`src/intc_slice_pkg.sv`:
```
// Package: register map, field layout and reset values for the interrupt flag/priority slice
package intc_slice_pkg;

  // ****************************************
  // Register map (word addresses on the plain port)
  // ****************************************
  localparam logic [3:0]  ADDR_FLAG_STATUS   = 4'h0;  // Second flag status register
  localparam logic [3:0]  ADDR_PRIORITY      = 4'h1;  // Seventeenth priority control register
  localparam logic [3:0]  ADDR_IRQ_STATUS    = 4'h2;  // Sticky event status, write one to clear
  localparam logic [3:0]  ADDR_IRQ_MASK      = 4'h3;  // Event mask, one enables

  // ****************************************
  // Field positions
  // ****************************************
  localparam int          FLAG_SLAVE_BIT     = 0;     // I2C slave event flag
  localparam int          FLAG_MASTER_BIT    = 1;     // I2C master event flag
  localparam int          FLAG_CMP_BIT       = 2;     // Comparator flag
  localparam int          PRI_DMA6_LSB       = 0;     // DMA channel 6 priority field
  localparam int          PRI_DMA7_LSB       = 4;     // DMA channel 7 priority field
  localparam int          PRI_CAN_LSB        = 8;     // CAN transmit priority field

  // ****************************************
  // Reset values and masks
  // ****************************************
  localparam logic [2:0]  PRI_RESET          = 3'h4;  // Each field comes up at code 100
  localparam logic [2:0]  PRI_DISABLED       = 3'h0;  // Code that switches a source off
  localparam logic [15:0] PRI_IMPL_MASK      = 16'h0777; // Implemented priority bits
  localparam logic [2:0]  FLAG_RESET         = 3'h0;  // Flags clear at reset
  localparam logic [2:0]  MASK_RESET         = 3'h0;  // All events masked at reset

endpackage : intc_slice_pkg

```
`src/intc_slice.sv`:
```
// Interrupt flag and priority slice: three request flags, three priority fields
`timescale 1ns/1ns
module intc_slice
  import intc_slice_pkg::*;
#(
  parameter bit HAS_CAN = 1'b1                      // Variant carries a CAN controller
) (
  input  wire logic        sys_clk_in,               // System clock, 100 MHz
  input  wire logic        rstn_in,                  // Asynchronous reset, active low
  input  wire logic [3:0]  addr_in,                  // Register word address
  input  wire logic [15:0] wdata_in,                 // Write data
  input  wire logic        wr_in,                    // Write strobe
  input  wire logic        rd_in,                    // Read strobe
  output logic      [15:0] rdata_out,                // Read data, cycle after strobe
  input  wire logic        cmp_req_in,               // Comparator request pulse
  input  wire logic        i2c_master_req_in,        // I2C master event request pulse
  input  wire logic        i2c_slave_req_in,         // I2C slave event request pulse
  output logic      [2:0]  can_transmit_level_out,   // Effective CAN level, 0 = off
  output logic      [2:0]  dma_channel7_level_out,   // Effective DMA7 level
  output logic      [2:0]  dma_channel6_level_out,   // Effective DMA6 level
  output logic      [2:0]  flags_out,                // Current request flags
  output logic             irq_out                   // Level interrupt
);

  // ****************************************
  // Register map in brief
  // ****************************************
  // Word 0: request flags, bits 2:0 {cmp, master, slave}, upper bits read zero
  // Word 1: priority fields at 10:8, 6:4 and 2:0, holes read zero
  // Word 2: sticky event status, write a one to clear a bit
  // Word 3: event mask, a one lets the event reach irq_out
  // Other words: writes dropped, reads return zero
  //
  // The flag register stays writable so software can also set a flag
  // by hand, for example to test a handler without the peripheral.
  // A request and a software clear in one cycle: the request wins,
  // so an event that lands during the clear is never lost.
  // Priority code 000 parks a source; the level outputs show it as 0.
  // Without a CAN controller the CAN field is still stored and read
  // back, but its effective level is forced to 0 so it can never fire.

  // ****************************************
  // State
  // ****************************************
  typedef struct packed {
    logic [2:0]  flags;            // Request flags {cmp, master, slave}
    logic [2:0]  can_transmit_priority;
    logic [2:0]  dma_channel7_done_priority;
    logic [2:0]  dma_channel6_done_priority;
    logic [2:0]  irq_status;       // Sticky events
    logic [2:0]  irq_mask;         // Event enables
    logic [15:0] rdata;            // Read data register
  } state_t;

  state_t st_r;                    // Registered state
  state_t st_nxt;                  // Next state
  logic [2:0] req;                 // Requests this cycle

  // Effective level: zero when disabled, else the code itself
  function automatic logic [2:0] eff_level(input logic [2:0] code, input logic present);
    eff_level = present ? code : PRI_DISABLED;
  endfunction : eff_level

  // Gather the raw request lines at their flag positions
  always_comb begin
    req                  = '0;
    req[FLAG_CMP_BIT]    = cmp_req_in;
    req[FLAG_MASTER_BIT] = i2c_master_req_in;
    req[FLAG_SLAVE_BIT]  = i2c_slave_req_in;
  end

  // ****************************************
  // Next-state logic
  // ****************************************
  always_comb begin
    // Hold everything by default
    st_nxt       = st_r;
    // Read data return to zero outside the answer cycle
    st_nxt.rdata = 16'h0000;
    // Software writes first, so a request in the same cycle wins below
    if (wr_in) begin
      unique case (addr_in)
        ADDR_FLAG_STATUS: begin
          st_nxt.flags = wdata_in[2:0];       // Bits above 2 dropped
        end
        ADDR_PRIORITY: begin
          st_nxt.can_transmit_priority      = wdata_in[PRI_CAN_LSB +: 3];
          st_nxt.dma_channel7_done_priority = wdata_in[PRI_DMA7_LSB +: 3];
          st_nxt.dma_channel6_done_priority = wdata_in[PRI_DMA6_LSB +: 3];
        end
        ADDR_IRQ_STATUS: begin
          // Only the ones written clear; zeros leave bits alone
          st_nxt.irq_status = st_r.irq_status & ~wdata_in[2:0];
        end
        ADDR_IRQ_MASK: begin
          // Mask takes the written pattern whole
          st_nxt.irq_mask = wdata_in[2:0];
        end
        default: begin
          // Unmapped: write ignored
        end
      endcase
    end
    // Set wins over clear for flags and sticky status
    st_nxt.flags      = st_nxt.flags | req;
    st_nxt.irq_status = st_nxt.irq_status | req;
    // Read answers in the next cycle; unused bits read zero
    // Reads see the state before any write of the same cycle
    if (rd_in) begin
      unique case (addr_in)
        ADDR_FLAG_STATUS: st_nxt.rdata = {13'h0000, st_r.flags};
        ADDR_PRIORITY: st_nxt.rdata = PRI_IMPL_MASK & {5'h00, st_r.can_transmit_priority, 1'b0,
                                       st_r.dma_channel7_done_priority, 1'b0,
                                       st_r.dma_channel6_done_priority};
        ADDR_IRQ_STATUS:  st_nxt.rdata = {13'h0000, st_r.irq_status};
        ADDR_IRQ_MASK:    st_nxt.rdata = {13'h0000, st_r.irq_mask};
        default:          st_nxt.rdata = 16'h0000;  // Unmapped reads zero
      endcase
    end
  end

  // ****************************************
  // State register
  // ****************************************
  always_ff @(posedge sys_clk_in or negedge rstn_in) begin
    if (!rstn_in) begin
      st_r.flags                      <= FLAG_RESET;
      st_r.can_transmit_priority      <= PRI_RESET;
      st_r.dma_channel7_done_priority <= PRI_RESET;
      st_r.dma_channel6_done_priority <= PRI_RESET;
      st_r.irq_status                 <= FLAG_RESET;
      st_r.irq_mask                   <= MASK_RESET;
      st_r.rdata                      <= 16'h0000;
    end else begin
      st_r <= st_nxt;
    end
  end

  // ****************************************
  // Outputs
  // ****************************************
  assign rdata_out              = st_r.rdata;
  assign flags_out              = st_r.flags;
  // Missing controller forces the CAN source off whatever software stored
  assign can_transmit_level_out = eff_level(st_r.can_transmit_priority, HAS_CAN);
  assign dma_channel7_level_out = eff_level(st_r.dma_channel7_done_priority, 1'b1);
  assign dma_channel6_level_out = eff_level(st_r.dma_channel6_done_priority, 1'b1);
  // Level output straight from registers, so it cannot glitch
  assign irq_out                = |(st_r.irq_status & st_r.irq_mask);
endmodule : intc_slice

```
`config.mk`:
```
export PLATFORM = sky130hd
export DESIGN_NAME = intc_slice
export DESIGN_NICKNAME = d
export VERILOG_FILES = /design/src/intc_slice_pkg.sv /design/src/intc_slice.sv
export SDC_FILE = /design/constraint.sdc
export NUM_CORES = 1
export LEC_CHECK = 0
export BUFFER_PORTS_ARGS = -buffer_cell sky130_fd_sc_hd__buf_2
export CAP_MARGIN = 15
export CORE_UTILIZATION = 49
export CTS_BUF_LIST = sky130_fd_sc_hd__clkbuf_4 sky130_fd_sc_hd__clkbuf_8
export CTS_CLUSTER_DIAMETER = 120
export DETAILED_ROUTE_END_ITERATION = 8
export PLACE_DENSITY_LB_ADDON = 0.3
export SETUP_SLACK_MARGIN = 0.4
export SLEW_MARGIN = 0
export SYNTH_ARGS = -nofsm -noshare
export SYNTH_HDL_FRONTEND = slang
export SYNTH_SLANG_ARGS = --single-unit
```
`constraint.sdc`:
```
create_clock -name sys_clk_in -period 1.4 [get_ports sys_clk_in]
set_input_delay 0.35 -clock sys_clk_in [delete_from_list [all_inputs] [get_ports sys_clk_in]]
set_output_delay 0.35 -clock sys_clk_in [all_outputs]
set_load 0.01 [all_outputs]
```
==> key figures <==
Synth
  – Post-synthesis area per instance: 13.0 sq um
  – Seq/Total Area, Yosys: 49.1%
  – Cells after Synth: 106
  – Ys Warns: 0
  – Synthesized flop and latch total: 27
  – Yosys cell types: 24
  – Syn Std Cell Area: 1380 sq um

Routing
  – Via density: 4.86
  – Remaining DRCs: 0
  – DR pass1 iterations: 4
  – Via count: 874
  – DRT iter0 DRCs: 7
  – Avg WL per Cell: 13.8 um
  – Final WL: 2490 um
  – Antenna-violating nets left: 0

Die
  – Die W: 55.1 um
  – Boundary Pins: 56
  – Initial core utilization: 53.8%
  – Die height: 55.1 um
  – Die ar.: 3040 sq um
  – # rows: 18
  – Core Footprint: 2570 sq um

Worst setup path
  – CP Capture Point: irq_out
  – Critical-path maximum fanout: 2
  – Req. time, crit path: 1.05 ns
  – FF-to-FF path depth: 3
  – CP delay by family, top: flip-flops
  – Crit Path Class: flip-flop to output port
  – CP peak stage delay: 0.41 ns
  – Data arrival, critical path: 1.31 ns
  – Worst setup EP type: output port
  – Startpoint class of the critical path: flip-flop
  – Crit path from: st_r[21]
  – Crit-path cells: a222oi_1 > inv_1 > buf_2
  – Critical-path top delay cell: dfrtp_1
  – FF-to-FF setup slack: 0.17 ns
  – Worst path bufs/invs: 2
  – WP depth: 3
  – Reg-to-Reg Start: st_r[18]
  – FF-to-FF End: rdata_out[2]

Min path
  – Path type of the worst min-delay path: input pin to async pin

Place
  – RePlAce Congestion: 0.763
  – Dpl hpwl: 1670 um
  – Number of port buffers: 41
  – Cell total after placement: 158

GRT
  – Largest net degree at the start of global routing: 28
  – First-pass GRT wire length: 3880 um
  – Overflow after GRT: 0
  – Number of global-route vias before repair: 850
  – GRT Total Usage: 19.2%
  – Initial antenna violation count: 0

Cells and area
  – P&R area growth vs syn: 26.1%
  – Layout cells sized above 1: 63.3%
  – Layout Utilization: 67.9%
  – Fillers: 207
  – Antenna cells: 0
  – Final nets: 178
  – Post-route insts no fill: 180

STA
  – Fin. Hold Viols: 0
  – # setup viols final: 1
  – Final Cycle Share: 118%
  – Clk_skew: 0.00505 ns
  – Post-layout minimum cycle time: 1.66 ns
  – Unrepaired setup endpoints after global routing: yes
  – Hold_ws: 0.00491 ns
  – PnR worst setup slack: -0.258 ns
  – Worst slew margin: 61.0%
  – Worst slew pin tran: 0.584 ns
  – Max-slew violations: 0
  – Max Freq: 603 MHz

Pwr
  – Highest ir drop seen on vdd: 0.000976 V
  – Leakage: 0.925 nW
  – PwrDens: 1060 nW/um^2

Outcome
  – Status: finished, violations left
  – Failing checks: setup timing

CTS
  – CTS tree: built
  – H-tree depth: 1
  – CTS Buffer Depth: 2
  – Clk Latency, worst-skew pair: 0.32 ns
  – Clk pin slew, worst setup/hold paths: 0.14 ns
  – Sink Count: 27
  – Total CTS buffers: 3
  – CTS Root Buffer Type: clkbuf_4
  – Hold buffer count at cts: 0

Flow run
  – Maxcap violations: 0
[through the flow]
step / power (W) / setup slack (ns) / TNS [ns] / instance area (sq um)
finish: 0.00184 / -0.258 / -0.258 / 1740
global route: 0.00194 / -0.319 / -0.319 / 1740
CTS: 0.00181 / -0.263 / -0.263 / 1680
detailed placement: 0.00130 / 0.0000688 / 0 / 1460
global placement: 0.00129 / 0.0288 / 0 / 1460
floorplan: 0.00125 / 0.224 / 0 / 1420
[worst register-to-register path: cells and delay by family (launching register included)]
family,cells,cell delay [ns]
buf+inv,1,0.14
flops,1,0.42
mux,1,0.45
simple gates,1,0.13
[area by class of cell]
class | count | area [sq um] | area share, %
flip-flops and latches | 27 | 679 | 39.0
clock buffers | 4 | 30.0 | 1.72
multi-input cells | 56 | 567 | 32.5
repair buffers | 62 | 425 | 24.4
inverters | 1 | 3.75 | 0.215
well taps | 30 | 37.5 | 2.15
[sequential cells by signal, indices dropped and copies added, names as in the netlist]
name / cells
can_transmit_level_out: 3
dma_channel6_level_out: 3
dma_channel7_level_out: 3
flags_out: 3
rdata_out: 9
st_r: 6
[kinds of logic after synthesis]
kind of cell	Yosys count	share of synthesized area [%]
other	1	0.271
AO/OA/AOI/OAI	4	2.35
buffers and inverters	30	16.3
AND/OR/NAND/NOR	26	13.8
multiplexers	18	18.2
flip-flops	27	49.1
[Yosys cell counts (all sizes together)]
cell type	instances	area (sq um)
a21o	3	22.5
a222oi	1	10.0
and2	6	37.5
and4bb	1	16.3
buf	29	221
conb	1	3.75
dfrtp	24	601
dfstp	3	78.8
inv	1	3.75
mux2	12	146
mux2i	3	30.0
mux4	3	75.1
nand2	2	15.0
nand3b	4	33.8
nor2	7	26.3
nor2b	3	18.8
nor3b	2	31.3
or3b	1	11.3
[layer usage]
layer  track usage (%)  vias up  part of all wire, %
met3              6.28        4                  6.0
met4              6.67        0                  1.4
met2              31.5       31                   50
met5                 0        -                    0
met1              23.5      428                   43
li1                  -      411                    -
[cells in the final DEF (no fill, tap or decap), types with 3 or more instances in the layout]
master    synthesis  final
buf_4            28     18
a21o_1            3      3
conb_1            1      7
buf_2             0     34
dfrtp_1          24     24
and2_1            6      5
mux2_4            3      8
clkbuf_4          0      4
mux4_2            1      3
mux2_2            9      4
mux2i_1           3      3
buf_6             1      8
nor2_1            7      7
dfstp_2           3      3
nand3b_1          3      3
[how the worst min path moves through the flow]
stage / from / to
finish: rstn_in / dma_channel7_level_out[1]
CTS: rstn_in / dma_channel7_level_out[1]
global route: rstn_in / dma_channel7_level_out[1]
global placement: rstn_in / rdata_out[6]
detailed placement: rstn_in / dma_channel6_level_out[0]
floorplan: rstn_in / can_transmit_level_out[0]
[repair_timing]
item	4_1_cts	5_1_grt
setup buffers	12	5
gates resized for setup	18	6
pin swaps	9	5
setup endpoints to repair	37	36
gates cloned	1	0
[where the power goes]
part           leakage, nW  internal, W  switching [W]
sequential           0.319     0.000883      0.0000552
combinational        0.587     0.000351       0.000201
clock               0.0184     0.000131       0.000219
No activity file was read; power rests on OpenSTA's default activity.
